File: src/inc/rpia_pkg.sv
/*
 rpia_pkg: register offsets, field positions, reset values and bus engine
 states for the receive-port interrupt aggregator.
 Assumes an 8-bit register space reached over the serial control bus.
*/
package rpia_pkg;
   // register offsets
   localparam logic [7:0] OFS_GCTL   = 8'h23;
   localparam logic [7:0] OFS_GSTS   = 8'h24;
   localparam logic [7:0] OFS_PAGE   = 8'h4C;
   localparam logic [7:0] OFS_STS1   = 8'h4D;
   localparam logic [7:0] OFS_STS2   = 8'h4E;
   localparam logic [7:0] OFS_ICR_HI = 8'hD8;
   localparam logic [7:0] OFS_ICR_LO = 8'hD9;
   localparam logic [7:0] OFS_ISR_HI = 8'hDA;
   localparam logic [7:0] OFS_ISR_LO = 8'hDB;
   // global control and status fields
   localparam int GCTL_PIN_EN = 7;
   localparam int GSTS_GLOBAL = 7;
   localparam int PAGE_RD_LSB = 4;
   // first port status fields
   localparam int S1_PORT_LSB = 6;
   localparam int S1_CRC      = 5;
   localparam int S1_LOCKCHG  = 4;
   localparam int S1_SEQ      = 3;
   localparam int S1_PAR      = 2;
   localparam int S1_PASS     = 1;
   localparam int S1_LOCK     = 0;
   // second port status fields
   localparam int S2_ENC      = 5;
   localparam int S2_STABLE   = 2;
   localparam int S2_NOCLK    = 1;
   // per-port interrupt enable and status fields
   localparam int IRQ_W       = 3;
   localparam int ISR_LO_PAR  = 2;
   localparam int ISR_LO_PASS = 1;
   localparam int ISR_LO_LOCK = 0;
   localparam int ISR_HI_ENC  = 2;
   localparam int ISR_HI_SEQ  = 1;
   localparam int ISR_HI_CRC  = 0;
   // reset values
   localparam logic [7:0]       RST_PAGE = 8'h01;
   localparam logic [IRQ_W-1:0] RST_ICR  = 3'h0;
   // serial bus byte length
   localparam logic [3:0] BITS_PER_BYTE = 4'h8;
   localparam logic [3:0] BIT_ONE       = 4'h1;

   typedef enum logic [8:0] {
      ST_IDLE      = 9'h001,
      ST_ADDR      = 9'h002,
      ST_ADDR_ACK  = 9'h004,
      ST_PTR       = 9'h008,
      ST_PTR_ACK   = 9'h010,
      ST_WDATA     = 9'h020,
      ST_WDATA_ACK = 9'h040,
      ST_RDATA     = 9'h080,
      ST_RDATA_ACK = 9'h100
   } rpia_bus_st_t;
endpackage

File: src/design/rpia_port.sv
/*
 rpia_port: status latching for one receive port; builds both port status
 registers and the interrupt status copies, clears latched bits on read.
 Assumes condition inputs are synchronous to ref_clk_i; error inputs are
 one-cycle or level events, lock and pass are levels.
*/
`timescale 1ns/1ps
module rpia_port
   import rpia_pkg::*;
#(
   parameter logic [1:0] PORT_NUM = 2'h0
) (
   // clock and reset
   input  wire logic             ref_clk_i,
   input  wire logic             rst_b_i,
   // link conditions
   input  wire logic             link_locked_i,
   input  wire logic             pass_i,
   input  wire logic             link_parity_err_i,
   input  wire logic             link_encode_err_i,
   input  wire logic             backchan_checksum_err_i,
   input  wire logic             backchan_sequence_err_i,
   input  wire logic             rate_stable_i,
   input  wire logic             link_clock_missing_i,
   // read-clear strobes
   input  wire logic             rd_sts1_i,
   input  wire logic             rd_sts2_i,
   // register views
   output logic      [7:0]       sts1_o,
   output logic      [7:0]       sts2_o,
   output logic      [IRQ_W-1:0] isr_hi_o,
   output logic      [IRQ_W-1:0] isr_lo_o
);
   logic lock_q_reg;
   logic crc_reg;
   logic seq_reg;
   logic par_reg;
   logic lockchg_reg;
   logic enc_reg;
   logic lock_edge;

   assign lock_edge = link_locked_i ^ lock_q_reg;

   always_ff @(posedge ref_clk_i or negedge rst_b_i) begin
      if (!rst_b_i) begin
         lock_q_reg <= 1'b0;
      end else begin
         lock_q_reg <= link_locked_i;
      end
   end

   // set beats a same-cycle read so no event is lost
   always_ff @(posedge ref_clk_i or negedge rst_b_i) begin
      if (!rst_b_i) begin
         crc_reg     <= 1'b0;
         seq_reg     <= 1'b0;
         par_reg     <= 1'b0;
         lockchg_reg <= 1'b0;
         enc_reg     <= 1'b0;
      end else begin
         crc_reg     <= backchan_checksum_err_i | (crc_reg & ~rd_sts1_i);
         seq_reg     <= backchan_sequence_err_i | (seq_reg & ~rd_sts1_i);
         par_reg     <= link_parity_err_i | (par_reg & ~rd_sts1_i);
         lockchg_reg <= lock_edge | (lockchg_reg & ~rd_sts1_i);
         enc_reg     <= link_encode_err_i | (enc_reg & ~rd_sts2_i);
      end
   end

   always_comb begin
      sts1_o                           = 8'h00;
      sts1_o[S1_PORT_LSB +: 2]         = PORT_NUM;
      sts1_o[S1_CRC]                   = crc_reg;
      sts1_o[S1_LOCKCHG]               = lockchg_reg;
      sts1_o[S1_SEQ]                   = seq_reg;
      sts1_o[S1_PAR]                   = par_reg;
      sts1_o[S1_PASS]                  = pass_i;
      sts1_o[S1_LOCK]                  = link_locked_i;
      sts2_o                           = 8'h00;
      sts2_o[S2_ENC]                   = enc_reg;
      sts2_o[S2_STABLE]                = rate_stable_i;
      sts2_o[S2_NOCLK]                 = link_clock_missing_i;
      // copies of the main status bits; lock source is the latched change
      isr_lo_o                         = '0;
      isr_lo_o[ISR_LO_PAR]             = par_reg;
      isr_lo_o[ISR_LO_PASS]            = pass_i;
      isr_lo_o[ISR_LO_LOCK]            = lockchg_reg;
      isr_hi_o                         = '0;
      isr_hi_o[ISR_HI_ENC]             = enc_reg;
      isr_hi_o[ISR_HI_SEQ]             = seq_reg;
      isr_hi_o[ISR_HI_CRC]             = crc_reg;
   end
endmodule // rpia_port

File: src/design/rpia_top.sv
/*
 rpia_top: receive-port interrupt aggregator with its serial control bus
 slave, global and paged per-port registers and the active-low interrupt pin.
 Assumes scl_i/sda_i are already synchronous to ref_clk_i and that the
 outside wire is open drain: sda_oe_o high pulls the line low.
*/
// Function
// - pin driven from control, status aggregated
// - status bits set regardless of enables
// - pin needs port enable and global enable
// - status shown even with global enable clear
// - interrupt pin active low
// - only reading source status clears it
// - per-port enable registers high and low
// - per-port status copies, read only
// - port status reads clear port conditions
// - global status: bit7 global, bits1:0 ports
// - control: bit7 pin, bits1:0 ports
// - low status: parity, pass, lock
// - high status: encode, sequence, checksum
// - first status register fields, clear on read
// - second status register fields
// - page select routes per-port accesses
// - acknowledge address match and written bytes
// - latched bits hold until read
`timescale 1ns/1ps
module rpia_top
   import rpia_pkg::*;
#(
   parameter logic [6:0] DEV_ADDR  = 7'h3D,
   parameter int         NUM_PORTS = 2
) (
   // clock and reset
   input  wire logic                 ref_clk_i,
   input  wire logic                 rst_b_i,
   // serial control bus, open drain
   input  wire logic                 scl_i,
   input  wire logic                 sda_i,
   output logic                      sda_o,
   output logic                      sda_oe_o,
   // link conditions, one bit per port
   input  wire logic [NUM_PORTS-1:0] link_locked_i,
   input  wire logic [NUM_PORTS-1:0] pass_i,
   input  wire logic [NUM_PORTS-1:0] link_parity_err_i,
   input  wire logic [NUM_PORTS-1:0] link_encode_err_i,
   input  wire logic [NUM_PORTS-1:0] backchan_checksum_err_i,
   input  wire logic [NUM_PORTS-1:0] backchan_sequence_err_i,
   input  wire logic [NUM_PORTS-1:0] rate_stable_i,
   input  wire logic [NUM_PORTS-1:0] link_clock_missing_i,
   // interrupt pin
   output logic                      irq_out_n_o
);
   // bus engine state
   rpia_bus_st_t   state_reg;
   logic [3:0]     cnt_reg;
   logic [7:0]     sh_reg;
   logic [7:0]     tx_reg;
   logic [7:0]     ptr_reg;
   logic           rnw_reg;
   logic           mack_reg;
   logic           drive_reg;
   logic           scl_q_reg;
   logic           sda_q_reg;
   // edges and strobes
   logic           scl_rise;
   logic           scl_fall;
   logic           start_cond;
   logic           stop_cond;
   logic           byte_end;
   logic           wr_stb;
   logic           rd_stb;
   logic [7:0]     rdata;
   // registers
   logic                 pin_en_reg;
   logic [NUM_PORTS-1:0] port_ie_reg;
   logic [7:0]           page_reg;
   logic [IRQ_W-1:0]     icr_hi_reg [NUM_PORTS];
   logic [IRQ_W-1:0]     icr_lo_reg [NUM_PORTS];
   // per-port views
   logic [7:0]           sts1   [NUM_PORTS];
   logic [7:0]           sts2   [NUM_PORTS];
   logic [IRQ_W-1:0]     isr_hi [NUM_PORTS];
   logic [IRQ_W-1:0]     isr_lo [NUM_PORTS];
   logic [NUM_PORTS-1:0] port_pending;
   logic [NUM_PORTS-1:0] rd_sts1;
   logic [NUM_PORTS-1:0] rd_sts2;
   logic                 global_pending;
   int                   rd_port;

   // offsets routed through the port page
   function automatic logic is_paged(input logic [7:0] ofs);
      is_paged = (ofs == OFS_STS1) || (ofs == OFS_STS2) ||
                 (ofs == OFS_ICR_HI) || (ofs == OFS_ICR_LO) ||
                 (ofs == OFS_ISR_HI) || (ofs == OFS_ISR_LO);
   endfunction

   // a write reaches every port whose page write bit is set
   function automatic logic page_wr_hit(input logic [7:0] page, input int p);
      page_wr_hit = page[p];
   endfunction

   // bus line sampling
   always_ff @(posedge ref_clk_i or negedge rst_b_i) begin
      if (!rst_b_i) begin
         scl_q_reg <= 1'b1;
         sda_q_reg <= 1'b1;
      end else begin
         scl_q_reg <= scl_i;
         sda_q_reg <= sda_i;
      end
   end

   assign scl_rise   = scl_i & ~scl_q_reg;
   assign scl_fall   = ~scl_i & scl_q_reg;
   assign start_cond = scl_i & scl_q_reg & sda_q_reg & ~sda_i;
   assign stop_cond  = scl_i & scl_q_reg & ~sda_q_reg & sda_i;
   assign byte_end   = scl_fall & (cnt_reg == BITS_PER_BYTE);
   assign wr_stb     = byte_end & (state_reg == ST_WDATA);
   // read data is fetched, and status cleared, only when a byte is loaded
   assign rd_stb     = scl_fall & (((state_reg == ST_ADDR_ACK) & rnw_reg) |
                                   ((state_reg == ST_RDATA_ACK) & mack_reg));

   // open drain: data output is fixed low, the enable does the signalling
   assign sda_o    = 1'b0;
   assign sda_oe_o = drive_reg;

   // serial bus slave engine
   always_ff @(posedge ref_clk_i or negedge rst_b_i) begin
      if (!rst_b_i) begin
         state_reg <= ST_IDLE;
         cnt_reg   <= 4'h0;
         sh_reg    <= 8'h00;
         tx_reg    <= 8'h00;
         ptr_reg   <= 8'h00;
         rnw_reg   <= 1'b0;
         mack_reg  <= 1'b0;
         drive_reg <= 1'b0;
      end else if (start_cond) begin
         state_reg <= ST_ADDR;
         cnt_reg   <= 4'h0;
         drive_reg <= 1'b0;
      end else if (stop_cond) begin
         state_reg <= ST_IDLE;
         drive_reg <= 1'b0;
      end else begin
         unique case (state_reg)
            ST_IDLE: begin
               drive_reg <= 1'b0;
            end
            ST_ADDR: begin
               if (scl_rise) begin
                  sh_reg  <= {sh_reg[6:0], sda_i};
                  cnt_reg <= cnt_reg + BIT_ONE;
               end else if (byte_end) begin
                  cnt_reg <= 4'h0;
                  if (sh_reg[7:1] == DEV_ADDR) begin
                     rnw_reg   <= sh_reg[0];
                     drive_reg <= 1'b1;
                     state_reg <= ST_ADDR_ACK;
                  end else begin
                     drive_reg <= 1'b0;
                     state_reg <= ST_IDLE;
                  end
               end
            end
            ST_PTR: begin
               if (scl_rise) begin
                  sh_reg  <= {sh_reg[6:0], sda_i};
                  cnt_reg <= cnt_reg + BIT_ONE;
               end else if (byte_end) begin
                  cnt_reg   <= 4'h0;
                  ptr_reg   <= sh_reg;
                  drive_reg <= 1'b1;
                  state_reg <= ST_PTR_ACK;
               end
            end
            ST_WDATA: begin
               if (scl_rise) begin
                  sh_reg  <= {sh_reg[6:0], sda_i};
                  cnt_reg <= cnt_reg + BIT_ONE;
               end else if (byte_end) begin
                  cnt_reg   <= 4'h0;
                  drive_reg <= 1'b1;
                  state_reg <= ST_WDATA_ACK;
               end
            end
            ST_ADDR_ACK: begin
               if (scl_fall) begin
                  if (rnw_reg) begin
                     tx_reg    <= rdata;
                     drive_reg <= ~rdata[7];
                     cnt_reg   <= BIT_ONE;
                     ptr_reg   <= ptr_reg + 8'h01;
                     state_reg <= ST_RDATA;
                  end else begin
                     drive_reg <= 1'b0;
                     state_reg <= ST_PTR;
                  end
               end
            end
            ST_PTR_ACK: begin
               if (scl_fall) begin
                  drive_reg <= 1'b0;
                  state_reg <= ST_WDATA;
               end
            end
            ST_WDATA_ACK: begin
               if (scl_fall) begin
                  drive_reg <= 1'b0;
                  ptr_reg   <= ptr_reg + 8'h01;
                  state_reg <= ST_WDATA;
               end
            end
            ST_RDATA: begin
               if (scl_fall) begin
                  if (cnt_reg == BITS_PER_BYTE) begin
                     drive_reg <= 1'b0;
                     state_reg <= ST_RDATA_ACK;
                  end else begin
                     drive_reg <= ~tx_reg[6];
                     tx_reg    <= {tx_reg[6:0], 1'b0};
                     cnt_reg   <= cnt_reg + BIT_ONE;
                  end
               end
            end
            ST_RDATA_ACK: begin
               // host acks to continue, nacks the last byte
               if (scl_rise) begin
                  mack_reg <= ~sda_i;
               end else if (scl_fall) begin
                  if (mack_reg) begin
                     tx_reg    <= rdata;
                     drive_reg <= ~rdata[7];
                     cnt_reg   <= BIT_ONE;
                     ptr_reg   <= ptr_reg + 8'h01;
                     state_reg <= ST_RDATA;
                  end else begin
                     drive_reg <= 1'b0;
                     state_reg <= ST_IDLE;
                  end
               end
            end
         endcase
      end
   end

   // global registers; control is not paged
   always_ff @(posedge ref_clk_i or negedge rst_b_i) begin
      if (!rst_b_i) begin
         pin_en_reg  <= 1'b0;
         port_ie_reg <= '0;
         page_reg    <= RST_PAGE;
      end else if (wr_stb) begin
         if (ptr_reg == OFS_GCTL) begin
            pin_en_reg  <= sh_reg[GCTL_PIN_EN];
            port_ie_reg <= sh_reg[NUM_PORTS-1:0];
         end
         if (ptr_reg == OFS_PAGE) begin
            page_reg <= sh_reg;
         end
      end
   end

   // reads follow the page read select
   assign rd_port = int'(page_reg[PAGE_RD_LSB]);

   genvar gp;
   generate
      for (gp = 0; gp < NUM_PORTS; gp++) begin : g_port
         // enables written to each port selected for writing
         always_ff @(posedge ref_clk_i or negedge rst_b_i) begin
            if (!rst_b_i) begin
               icr_hi_reg[gp] <= RST_ICR;
               icr_lo_reg[gp] <= RST_ICR;
            end else if (wr_stb && page_wr_hit(page_reg, gp)) begin
               if (ptr_reg == OFS_ICR_HI) begin
                  icr_hi_reg[gp] <= sh_reg[IRQ_W-1:0];
               end
               if (ptr_reg == OFS_ICR_LO) begin
                  icr_lo_reg[gp] <= sh_reg[IRQ_W-1:0];
               end
            end
         end

         // only a read of the selected port's status clears it
         assign rd_sts1[gp] = rd_stb && (ptr_reg == OFS_STS1) && (rd_port == gp);
         assign rd_sts2[gp] = rd_stb && (ptr_reg == OFS_STS2) && (rd_port == gp);

         rpia_port #(
            .PORT_NUM (2'(gp))
         ) u_port (
            .ref_clk_i               (ref_clk_i),
            .rst_b_i                 (rst_b_i),
            .link_locked_i           (link_locked_i[gp]),
            .pass_i                  (pass_i[gp]),
            .link_parity_err_i       (link_parity_err_i[gp]),
            .link_encode_err_i       (link_encode_err_i[gp]),
            .backchan_checksum_err_i (backchan_checksum_err_i[gp]),
            .backchan_sequence_err_i (backchan_sequence_err_i[gp]),
            .rate_stable_i           (rate_stable_i[gp]),
            .link_clock_missing_i    (link_clock_missing_i[gp]),
            .rd_sts1_i               (rd_sts1[gp]),
            .rd_sts2_i               (rd_sts2[gp]),
            .sts1_o                  (sts1[gp]),
            .sts2_o                  (sts2[gp]),
            .isr_hi_o                (isr_hi[gp]),
            .isr_lo_o                (isr_lo[gp])
         );

         // pending drops as soon as no enabled source remains
         assign port_pending[gp] = |(isr_hi[gp] & icr_hi_reg[gp]) |
                                   |(isr_lo[gp] & icr_lo_reg[gp]);
      end
   endgenerate

   // port flag gated by its control enable, not by the pin enable
   assign global_pending = |(port_pending & port_ie_reg);

   // pin is low only with pin enable set and a pending port
   always_ff @(posedge ref_clk_i or negedge rst_b_i) begin
      if (!rst_b_i) begin
         irq_out_n_o <= 1'b1;
      end else begin
         irq_out_n_o <= ~(pin_en_reg & global_pending);
      end
   end

   // read mux; unmapped offsets read zero
   always_comb begin
      rdata = 8'h00;
      if (is_paged(ptr_reg)) begin
         unique case (ptr_reg)
            OFS_STS1:   rdata = sts1[rd_port];
            OFS_STS2:   rdata = sts2[rd_port];
            OFS_ICR_HI: rdata = {5'h00, icr_hi_reg[rd_port]};
            OFS_ICR_LO: rdata = {5'h00, icr_lo_reg[rd_port]};
            OFS_ISR_HI: rdata = {5'h00, isr_hi[rd_port]};
            OFS_ISR_LO: rdata = {5'h00, isr_lo[rd_port]};
            default:    rdata = 8'h00;
         endcase
      end else if (ptr_reg == OFS_GCTL) begin
         rdata[GCTL_PIN_EN]     = pin_en_reg;
         rdata[NUM_PORTS-1:0]   = port_ie_reg;
      end else if (ptr_reg == OFS_GSTS) begin
         rdata[GSTS_GLOBAL]     = global_pending;
         rdata[NUM_PORTS-1:0]   = port_pending;
      end else if (ptr_reg == OFS_PAGE) begin
         rdata = page_reg;
      end
   end
endmodule // rpia_top

File: config.mk
export PLATFORM = sky130hd
export DESIGN_NAME = rpia_top
export DESIGN_NICKNAME = d
export VERILOG_FILES = /design/src/inc/rpia_pkg.sv /design/src/design/rpia_port.sv /design/src/design/rpia_top.sv
export SDC_FILE = /design/constraint.sdc
export NUM_CORES = 1
export LEC_CHECK = 0
export ABC_CLOCK_PERIOD_IN_PS = 3650
export BUFFER_PORTS_ARGS = -buffer_cell sky130_fd_sc_hd__buf_4
export CAP_MARGIN = 20
export CORE_MARGIN = 3
export CORE_UTILIZATION = 50
export DETAILED_ROUTE_END_ITERATION = 12
export PLACE_DENSITY = 0.71
export SYNTH_ARGS = -nofsm -noshare
export SYNTH_HDL_FRONTEND = slang
export SYNTH_SLANG_ARGS = --single-unit
File: constraint.sdc
create_clock -name ref_clk_i -period 3.65 [get_ports ref_clk_i]
set_clock_uncertainty 0.05 [all_clocks]
set_input_delay 0.365 -clock ref_clk_i [delete_from_list [all_inputs] [get_ports ref_clk_i]]
set_output_delay 0.365 -clock ref_clk_i [all_outputs]
set_load 0.05 [all_outputs]
## Word level (Yosys, flattened, before mapping)

Index checks and enable logic that the tools add are counted.

| storage, ports and cells | value |
|---|---|
| register bits | 77 |
| bits of input ports | 20 |
| logic and storage cells | 274 |

| operators by class | value |
|---|---|
| add/subtract/negate cells | 2 |
| $lt $le $gt $ge | 1 |
| eq/ne operators | 53 |
| multiplexer cells | 90 |
| bitwise logic cells | 58 |
| reduce and logical (&&, ||, !) cells | 40 |

Operators with widths:

| operator | count |
|---|---|
| 8-bit two-way mux | 16 |
| 9-bit two-way mux | 14 |
| 9-bit case mux with 7 select lines | 1 |
| 7-bit two-way mux | 8 |
| 8-bit case mux with 6 select lines | 1 |
| 4-bit two-way mux | 11 |
| 4-bit inequality test (second input constant) | 11 |
| 3-bit two-way mux | 13 |
| 8-bit == test (second input constant) | 4 |
| 32-bit by 2-bit >= comparator with 1-bit output (second input constant) | 1 |
| 32-bit zero test | 1 |
| 1-bit inverter with 32-bit output | 1 |
| 8-bit case mux with 4 select lines | 1 |
| 8-bit by 7-bit == test with 1-bit output (second input constant) | 3 |
| 1-bit bitwise AND | 23 |
| 2-bit inequality test (second input constant) | 11 |
| 3-bit inequality test (second input constant) | 7 |
| 7-bit case mux with 3 select lines | 1 |
| 10-bit AND reduction | 2 |
| 1-bit two-way mux | 17 |
| 8-bit by 6-bit == test with 1-bit output (second input constant) | 2 |
| 4-bit case mux with 4 select lines | 1 |
| 3-bit OR reduction | 5 |
| 1-bit inverter | 14 |
| other kinds (36) | 75 |

## Depth between registers and ports, before layout

Gate-level depths: netlist of the first run.

| depth | value |
|---|---|
| word-level depth | 15 |
| mapped depth | 10 |
| gate-level depth less buffers | 8 |

## By module

From an unflattened synthesis of the first run, not the netlist that was laid out.

| unflattened totals | value |
|---|---|
| cells, all modules | 526 |
| area total of the unflattened synthesis | 5088.6 µm² |

Modules (own cells, without submodules):

| module | instances | cells each | area each (µm²) |
|---|---|---|---|
| rpia_top | 1 | 451 | 4339.2 |
| rpia_port (g_port[1].u_port) | 1 | 38 | 376.6 |
| rpia_port (g_port[0].u_port) | 1 | 37 | 372.9 |

## Least setup slack after synthesis of the first run

OpenSTA, ideal clock, no wires.

| path | value |
|---|---|
| path type | flip-flop to flip-flop |
| start point | reg, netlist name sda_q_reg |
| end point | reg icr_lo_reg[0] in the netlist's numbering |
| arrival | 2.162 ns |
| data required time | 3.472 ns |
| path slack | 1.310 ns |
| stages on the path, launching flop included | 8 |
| buffers on the path | 1 |
| path through | dfstp_2 xnor2_1 or2_2 buf_1 nand4_4 a311oi_4 nand4_2 mux2_1 |

RTL lines:

| item | RTL line | source |
|---|---|---|
| end signal: indexed assignment | rpia_top.sv:280 | `icr_lo_reg[gp] <= sh_reg[IRQ_W-1:0];` |
| end: declaration | rpia_top.sv:78 | `logic [IRQ_W-1:0] icr_lo_reg [NUM_PORTS];` |

## Worst setup path in the final report of the first run

| path | value |
|---|---|
| start point | reg state_reg[8] |
| end point | reg cnt_reg[3] |

| between the ends | value |
|---|---|
| longest elaborated chain between the ends | 5 |

Ends and longest elaborated chain:

| item | RTL line | source |
|---|---|---|
| start: declaration | rpia_top.sv:54 | `rpia_bus_st_t state_reg;` |
| start signal: assignment | rpia_top.sv:130 | `state_reg <= ST_IDLE;` |
| start signal: assignment | rpia_top.sv:139 | `state_reg <= ST_ADDR;` |
| start signal: assignment | rpia_top.sv:143 | `state_reg <= ST_IDLE;` |
| 9-bit by 6-bit == test with 1-bit output (tied with other cells) | rpia_top.sv:146 | `unique case (state_reg)` |
| 3-bit OR reduction (no line) | -- |  |
| 4-bit case mux with 4 select lines | rpia_top.sv:146 |  |
| 4-bit two-way mux | rpia_top.sv:142 | `end else if (stop_cond) begin` |
| 4-bit two-way mux | rpia_top.sv:138 | `end else if (start_cond) begin` |
| end signal: assignment | rpia_top.sv:153 | `cnt_reg <= cnt_reg + BIT_ONE;` |
| end signal: assignment | rpia_top.sv:169 | `cnt_reg <= cnt_reg + BIT_ONE;` |
| end signal: assignment | rpia_top.sv:180 | `cnt_reg <= cnt_reg + BIT_ONE;` |
| end: declaration | rpia_top.sv:55 | `logic [3:0] cnt_reg;` |

Several ways; a longest one is shown, not always the timed one. The select of a mux whose other input is x is not followed.
A chain may end at the register's enable or synchronous reset.

==> results.toml, run 1 <==
[cts]
cts_tree = "done"
root_buffer = "clkbuf_8"
postCtsSetupBuffers = 0
clock_sinks = 77
clk_latency_ns = 0.34
postCtsHoldBufs = 0
path_clk_slew_ns = 0.09
cts_buffer_depth = 2
cts-buffers-inserted = 9
cts_resized = 0
cts.htree.levels = 3

[drt]
drt_iter0_markers = 278
drc = 0
vias_per_cell = 6.47
wl_met1_um = 4860
dr.pass1.iters = 6
wirelength_um = 11100
top_layer = "met4"
vias = 3758
wl_met3_um = 750
wire_per_inst_um = 19.0
ant_nets = 0
met2_length_um = 5260

[global_route]
grt_pass1_wl_um = 17800
grt_pass1_vias = 3538
track_usage = 0.220
antenna_found_initial = 0
grt-ovfl-total = 0
grt_max_degree = 78

[critical_path]
path_cells = "or3b_1 > a21oi_1 > o311a_2 > or3_4 > or4_1 > a21oi_1"
end_kind = "register"
start_kind = "register"
startpoint = "state_reg[8]$_DFFE_PN0P_"
timing.rr.start = "state_reg[8]$_DFFE_PN0P_"
crit_type = "register to register"
critPathMaxFanout = 18
required_ns = 3.87
crit_top_cell = "a21oi_1"
r2r_slack_ns = 0.99
critPathSlowestCell = "dfrtp_1"
critPathMaxStageDelay_ns = 0.69
arrival_ns = 2.88
ff2ff_path_depth = 6

[sta]
fmax_mhz = 376
rsz0062_at_grt = "false"
fin_crit_ns = 2.66
worst_pin_slew_ns = 0.948
maxSlewHeadroom = 0.368
hold_viol_final = 0
fin_crit_sh = 0.728
setup_viol_count_final = 0
fin_tns_setup_ns = 0
slew_viol_final = 0

[place]
detailed_place_hpwl_um = 8020
dp_cells = 564
placed_area_sq_mm = 0.00477
port_buffers = 21
gp_congestion = 0.948

[yosys]
synth-edff-count = 0
synth_fp_nets = 484
synth.avg_cell_area_sq_um = 10.1
ys_ff_latch = 77
synthFlopType = "dfrtp_1"
synthArstFlopShare = 1.00
netlist.top_cell.by_area = "dfrtp_1"
yosys-top-cells-area = "dfrtp_1 39%, mux2_2 7.6%, nand2_1 3.3%"
syn_area_sq_mm = 0.00461
synth_top_area_share = 0.391
yosysSeqAreaShare = 0.419
syn_inst = 458
yosysUniqueCellTypes = 82
yosysWarningCount = 0

[final_layout]
largest_reg_flops = 9
num-nets-final = 494
fin_util = 0.559
area_growth_pct = 7.16
final_area_sq_mm = 0.00494
drive_above_1_share = 0.218
mostFrequentLayoutCells = "72 x dfrtp_1, 40 x nand2_1, 31 x mux2_2"
final_common_cell = "dfrtp_1"
finalNonFillerCells = 581
n_antenna_cell = 0

[die]
start_util = 0.521
die_h_um = 102
ios = 23
dieArea_sq_mm = 0.0104
die_w_um = 102
core-area_sq_mm = 0.00885
rows = 34

[hold_path]
worst_hold_path_type = "input pin to register"
hold_depth = 1
min_from = "link_locked_i[0]"

[power_and_ir_drop]
ir_drop_v = 0.000450
power.density_mw_per_mm2 = 374
leakagePower_nw = 2.11
p_total_mw = 1.85

[outcome]
status = "complete, no violations"

[flow_run]
cap_violations = 0
-- cell usage after synthesis (4+ instances only) --
master	number
dfrtp_1	72
nand2_1	40
mux2_2	31
o21ai_0	29
nor2_1	24
a21oi_1	20
nand3_1	20
clkbuf_1	13
mux2i_1	11
nor3_1	11
a21o_1	10
a22oi_1	10
inv_1	8
mux2_1	7
nand2b_1	7
o31ai_1	7
buf_6	6
ha_1	6
or3_1	6
xor2_1	6
dfstp_2	5
nor3b_1	5
o22ai_1	5
and2_1	4
nand4_1	4
nand4_2	4
nor4_1	4
-- where the power goes --
part | switching, mW | internal, mW | leakage, nW
clock | 0.312 | 0.244 | 0.0791
combinational | 0.139 | 0.123 | 1.04
sequential | 0.117 | 0.912 | 0.982
-- path summary, 6_finish.rpt --
path	endpoint
hold reg to reg	irq_out_n_o$_DFF_PN1_
setup / recovery	cnt_reg[3]$_DFFE_PN0P_
setup reg to reg	cnt_reg[3]$_DFFE_PN0P_
hold / removal	g_port[0].u_port.lock_q_reg$_DFF_PN0_
min in group asynchronous	state_reg[1]$_DFFE_PN0P_
max in group asynchronous	g_port[0].u_port.seq_reg$_DFF_PN0_
-- layout make-up --
type	instances	area (sq um)
multi-input cells	346	2490
inverters	8	30.0
repair buffers	26	195
fillers	760	3910
clock buffers	11	131
clock inverters	5	30.0
flip-flops and latches	77	1930
well taps	108	135
-- critical path: cells and delay by family (launching register included) --
kind / cells / cell delay, ns
simple gates: 3 / 1.17
flops: 1 / 0.69
compound gates: 3 / 0.68
-- through the flow --
step	worst slack (ns)	hold WS (ns)
CTS	0.881	0.0831
detailed placement	0.898	0.391
global route	0.853	0.0853
finish	0.992	0.0975
global placement	0.962	0.400
floorplan	1.31	0.0194
-- metal layers --
metal / vias up / global-route usage
met5: - / 0
li1: 1729 / -
met4: 0 / 0.0797
met2: 150 / 0.349
met3: 16 / 0.0430
met1: 1863 / 0.301
-- logic make-up after synthesis --
family                   after synthesis  share of synthesized area
flip-flops                            77                      0.419
other                                  1                   0.000813
multiplexers                          49                      0.117
AND/OR/NAND/NOR                      164                      0.210
AO/OA/AOI/OAI                        118                      0.180
adder cells (fa/ha/maj)                6                     0.0163
buffers and inverters                 35                     0.0415
XOR/XNOR                               8                     0.0152
Power figures use the tool's default switching activity.
==> run 2, diff against run 1 <==
- ABC_AREA: not set -> 1
- ABC_CLOCK_PERIOD_IN_PS: 3650 -> 2560
- clock period: 3.65 -> 2.56 ns (I/O delays scaled with it)
==> run 2 against run 1 <==
  * The flow now finishes with violations (hold timing)
  * Register-to-register slack lost 0.66 ns
  * Largest power group unchanged
  * Routed wire length grew 24%
  * Design area grew 11%
  * Power grew 75%
  * Synthesized cell count grew 62%
==> results.toml, run 2 <==
[final_layout]
finalNonFillerCells = 903
final_area_sq_mm = 0.00549
num-nets-final = 795
mostFrequentLayoutCells = "254 x nand2_1, 75 x nand3_1, 72 x nor2_1, 72 x dfrtp_1, 70 x inv_1"
n_antenna_cell = 0
largest_reg_flops = 9
area_growth_pct = 9.79
final_common_cell = "nand2_1"
drive_above_1_share = 0.123

[yosys]
yosysSeqAreaShare = 0.387
synth_most_common_cell = "nand2_1"
yosysWarningCount = 0
synth-edff-count = 0
synth_common_cells = "254 x nand2_1, 75 x nand3_1, 72 x dfrtp_1, 72 x nor2_1, 70 x inv_1"
synth_fp_nets = 769
yosys-top-cells-area = "dfrtp_1 36%, nand2_1 19%, nand3_1 7.5%"
syn_area_sq_mm = 0.00500
netlist.top_cell.by_area = "dfrtp_1"
ys_ff_latch = 77
synthFlopType = "dfrtp_1"
syn_inst = 743
synthArstFlopShare = 1.00
yosysUniqueCellTypes = 38
synth.avg_cell_area_sq_um = 6.73
synth_top_area_share = 0.360

[die]
rows = 35
ios = 23
die_w_um = 106
core-area_sq_mm = 0.00946
die_h_um = 106
start_util = 0.528
dieArea_sq_mm = 0.0112

[cts]
clock_sinks = 77
cts.htree.levels = 3
clk_latency_ns = 0.36
root_buffer = "clkbuf_8"
cts_buffer_depth = 2
cts_resized = 0
path_clk_slew_ns = 0.08
cts-buffers-inserted = 9
cts_tree = "done"

[drt]
vias_per_cell = 5.42
drc = 0
vias = 4898
wire_per_inst_um = 15.2
wirelength_um = 13700
drt_iter0_markers = 429
dr.pass1.iters = 6
ant_nets = 0

[place]
dp_cells = 883
port_buffers = 21
detailed_place_hpwl_um = 10300
gp_congestion = 0.961
placed_area_sq_mm = 0.00528

[critical_path]
end_kind = "register"
ff2ff_path_depth = 12
required_ns = 2.80
crit_type = "register to register"
r2r-end = "state_reg[3]$_DFFE_PN0P_"
timing.rr.start = "cnt_reg[0]$_DFFE_PN0P_"
r2r_slack_ns = 0.33
arrival_ns = 2.47
critPathMaxFanout = 13
startpoint = "cnt_reg[0]$_DFFE_PN0P_"
start_kind = "register"

[global_route]
antenna_found_initial = 0
grt_pass1_wl_um = 22500
grt-ovfl-total = 0
grt_max_degree = 78
grt_pass1_vias = 4527
track_usage = 0.252

[sta]
setup_viol_count_final = 0
fin_crit_ns = 2.23
worst_pin_slew_ns = 0.978
hold_viol_final = 11
maxSlewHeadroom = 0.348
fin_crit_sh = 0.871
fin_tns_setup_ns = 0
fmax_mhz = 448
rsz0062_at_grt = "false"
slew_viol_final = 0
hold-worst-slack_ns = -0.00624

[power_and_ir_drop]
leakagePower_nw = 2.83
power.density_mw_per_mm2 = 591
ir_drop_v = 0.000380
p_total_mw = 3.24

[hold_path]
worst_hold_path_type = "input pin to async pin"

[flow_run]
cap_violations = 0

[outcome]
status = "finished, violations left"
violations = "hold timing"
==> run 2: cell types whose count changed after synthesis, sizes merged, moves of 10 or more <==
cell	change
mux2i	-10
mux2	-38
clkbuf	-10
nand3	+59
nor2	+64
nand2	+222
a21oi	-13
o21ai	+35
nand4	+13
a21o	-11
inv	+75
a22oi	-10
==> run 2: power by group <==
| group | switching [mW] | internal [mW] | total (mW) |
|---|---|---|---|
| sequential | 0.124 | 1.35 | 1.47 |
| clock | 0.454 | 0.372 | 0.826 |
| combinational | 0.679 | 0.264 | 0.943 |
==> run 2: timing repair <==
| item | CTS | global route |
|---|---|---|
| hold buffers | 4 | 0 |
| buffers inserted | 0 | 0 |
| endpoints found under the hold margin | 4 | 0 |
==> run 2: area by class of cell <==
type | instances | area, sq um
clock buffer | 11 | 141
multi-input combinational | 567 | 2670
sequential | 77 | 1930
timing repair buffer | 30 | 235
inverter | 84 | 315
tap | 129 | 161
clock inverter | 5 | 27.5
fill | 911 | 3970
==> run 2: stage by stage <==
stage | utilization | setup slack (ns)
6_report | 0.580 | 0.330
5_1_grt | 0.580 | 0.122
4_1_cts | 0.580 | 0.360
3_5_place_dp | 0.558 | 0.379
3_3_place_gp | 0.558 | 0.344
2_1_floorplan | - | 0.698
==> run 2: worst max path at each step <==
stage / end / slack [ns] / cells past startpoint
finish: state_reg[3]$_DFFE_PN0P_ / 0.33 / 12
global route: state_reg[3]$_DFFE_PN0P_ / 0.12 / 12
CTS: state_reg[3]$_DFFE_PN0P_ / 0.36 / 12
floorplan: page_reg[5]$_DFFE_PN0P_ / 0.70 / 9
detailed placement: state_reg[3]$_DFFE_PN0P_ / 0.38 / 12
global placement: state_reg[2]$_DFFE_PN0P_ / 0.34 / 12
==> run 2: worst max-delay path, stage by stage (launching register included) <==
cell and delay [ns]:
dfrtp_1 0.42, inv_1 0.09, ha_1 0.15, nand2_1 0.05, nor2_1 0.21, nand2_2 0.18, nand3_1 0.15, o21ai_1 0.06
nor2_1 0.22, nand2_2 0.12, nor2_4 0.27, nand2_1 0.11, o21ai_1 0.09
==> run 2: logic make-up (layout without fill, tap and decap cells) <==
group,Yosys count,in the layout,synth area share
other,1,1,0.000750
AND/OR/NAND/NOR,468,468,0.415
adder cells (fa/ha/maj),6,6,0.0150
AO/OA/AOI/OAI,82,82,0.0864
multiplexers,1,1,0.00200
XOR/XNOR,9,9,0.0158
flip-flops,77,77,0.387
buffers and inverters,99,130,0.0783
==> run 2: per-layer routing <==
metal  GRT usage  vias up  routed length [um]
met1       0.362     2244                6360
li1            -     2424                   -
met3      0.0559       26                1100
met2       0.386      204                5990
met5           0        -                   0
met4      0.0666        0                 237
==> run 3, diff against run 2 <==
- ABC_CLOCK_PERIOD_IN_PS: 2560 -> 2400
- MAX_ROUTING_LAYER: not set -> met4
- REMOVE_ABC_BUFFERS: not set -> 1
- clock period: 2.56 -> 2.4 ns (I/O delays scaled with it)
==> run 3 against run 2 <==
  * The flow now finishes without violations
  * Largest power group unchanged
  * Clock-buffer cell count is 1 lower
  * Critical endpoint is now ptr_reg[5]$_DFFE_PN0P_
  * Critical path type is now input pin to register
  * Power is 11% higher
  * Sequential share of layout area down 0.58 points
  * Critical path depth rose by 2
==> results.toml, run 3 (synthesis results as in run 2) <==
[critical_path]
end_kind = "register"
path_cells = "dlygate4sd3_1 > buf_4 > nand2_1 > nor2_2 > inv_2 > nand2_4 > inv_1 > o21ai_0 > nor2_1 > nand2_1 > nor2_1 > nand2_1 > nand2_1 > inv_1"
required_ns = 2.60
start_kind = "input pin"
crit_top_cell = "nand2_1"
critPathMaxFanout = 10
critPathMaxStageDelay_ns = 0.54
crit_type = "input pin to register"
critPathSlowestCell = "dlygate4sd3_1"
arrival_ns = 2.38

[cts]
clock_sinks = 77
cts_tree = "done"
cts.htree.levels = 3
path_clk_slew_ns = 0.09
cts-buffers-inserted = 9
root_buffer = "clkbuf_8"
clk_latency_ns = 0.36
cts_buffer_depth = 2

[sta]
rsz0062_at_grt = "false"
fin_crit_ns = 2.18
maxSlewHeadroom = 0.640
fin_tns_setup_ns = 0
slew_viol_final = 0
setup_viol_count_final = 0
hold_viol_final = 0
worst_pin_slew_ns = 0.538
fin_crit_sh = 0.910
fmax_mhz = 458
hold-worst-slack_ns = 0.0195

[die]
core-area_sq_mm = 0.00946
start_util = 0.528
rows = 35
die_h_um = 106
ios = 23
dieArea_sq_mm = 0.0112
die_w_um = 106

[final_layout]
final_common_cell = "nand2_1"
mostFrequentLayoutCells = "253 x nand2_1, 75 x nand3_1, 72 x nor2_1, 72 x dfrtp_1, 70 x inv_1"
largest_reg_flops = 9
area_growth_pct = 11.6
num-nets-final = 800
drive_above_1_share = 0.128
final_area_sq_mm = 0.00558
n_antenna_cell = 0

[power_and_ir_drop]
p_clk_frac = 0.281
p_seq_frac = 0.435
p_sw_frac = 0.387
power.density_mw_per_mm2 = 647
p_sw_mw = 1.40
p_int_mw = 2.21
ir_drop_v = 0.000507
pwr-share-comb = 0.284
leakagePower_nw = 2.87

[drt]
wirelength_um = 14200
ant_nets = 0
vias = 4914
dr.pass1.iters = 7
drt_iter0_markers = 372
drc = 0
wire_per_inst_um = 15.6
vias_per_cell = 5.41

[global_route]
track_usage = 0.267
grt_pass1_wl_um = 23300
grt_pass1_vias = 4571
grt_max_degree = 78
grt-ovfl-total = 0
antenna_found_initial = 0

[place]
detailed_place_hpwl_um = 10700
port_buffers = 21
gp_congestion = 1.01
placed_area_sq_mm = 0.00532

[hold_path]
worst_hold_path_type = "input pin to register"

[outcome]
status = "complete, no violations"

[flow_run]
cap_violations = 0
## run 3: cell types whose count changed in the layout (fill, tap and decap cells not counted), sizes merged
cell | before | now
clkinv | 5 | 2
dlygate4sd3 | 4 | 5
clkbuf | 11 | 10
buf | 26 | 30
clkinvlp | 1 | 2
bufinv | 0 | 1
inv | 83 | 85
## run 3: final cells by class
cell class	count	area, sq um
inverters	84	315
clock inverters	6	71.3
flip-flops and latches	77	1930
well taps	129	161
clock buffers	10	128
fillers	923	3880
repair buffers	35	288
multi-input cells	567	2680
## run 3: critical path, delay by kind of cell
family / cells / cell delay, ns
AO/OA/AOI/OAI: 1 / 0.14
buffers and inverters: 5 / 1.08
AND/OR/NAND/NOR: 8 / 0.92
## run 3: final timing paths
kind	start	to	slack, ns	cells past startpoint
max	scl_i	ptr_reg[5]$_DFFE_PN0P_	0.22	14
min	link_parity_err_i[0]	g_port[0].u_port.par_reg$_DFF_PN0_	0.02	3
max reg2reg	cnt_reg[0]$_DFFE_PN0P_	state_reg[0]$_DFFE_PN1P_	0.23	12
min reg2reg	pin_en_reg$_DFFE_PN0P_	irq_out_n_o$_DFF_PN1_	0.40	1
max in group asynchronous	rst_b_i	sda_q_reg$_DFF_PN1_	1.52	3
min in group asynchronous	rst_b_i	icr_hi_reg[0]$_DFFE_PN0P_	0.40	3
## run 3: power by group through the flow
stage	registers, mW	logic [mW]	clock network, mW
floorplan	1.57	0.703	0
global placement	1.59	0.971	0
detailed placement	1.59	0.992	0
CTS	1.57	1.00	1.04
global route	1.59	1.14	1.10
finish	1.57	1.03	1.02
## run 3: routing by layer
metal  part of all wire  wire length, um  vias to the layer above  GRT usage
li1                   -                -                     2433          -
met5                  0                0                        -          -
met1               0.48             6730                     2291      0.382
met2               0.43             6140                      175      0.382
met4              0.012              165                        0     0.0546
met3              0.079             1120                       15     0.0735
## run 3: repair_timing
| item | CTS | global route |
|---|---|---|
| endpoints found under the hold margin | 76 | 0 |
| setup buffers | 0 | 0 |
| endpoints found under the setup margin | 0 | 2 |
| resized for setup | 0 | 2 |
| hold buffers | 5 | 0 |
## run 3: stage by stage
step | util | setup WS [ns] | std cells | power, mW
after floorplan | - | 0.467 | 728 | 2.27
after global placement | 0.563 | 0.189 | 887 | 2.56
after detailed placement | 0.563 | 0.270 | 887 | 2.58
after CTS | 0.589 | 0.244 | 908 | 3.61
after global routing | 0.590 | 0.0396 | 908 | 3.83
final | 0.590 | 0.216 | 908 | 3.61
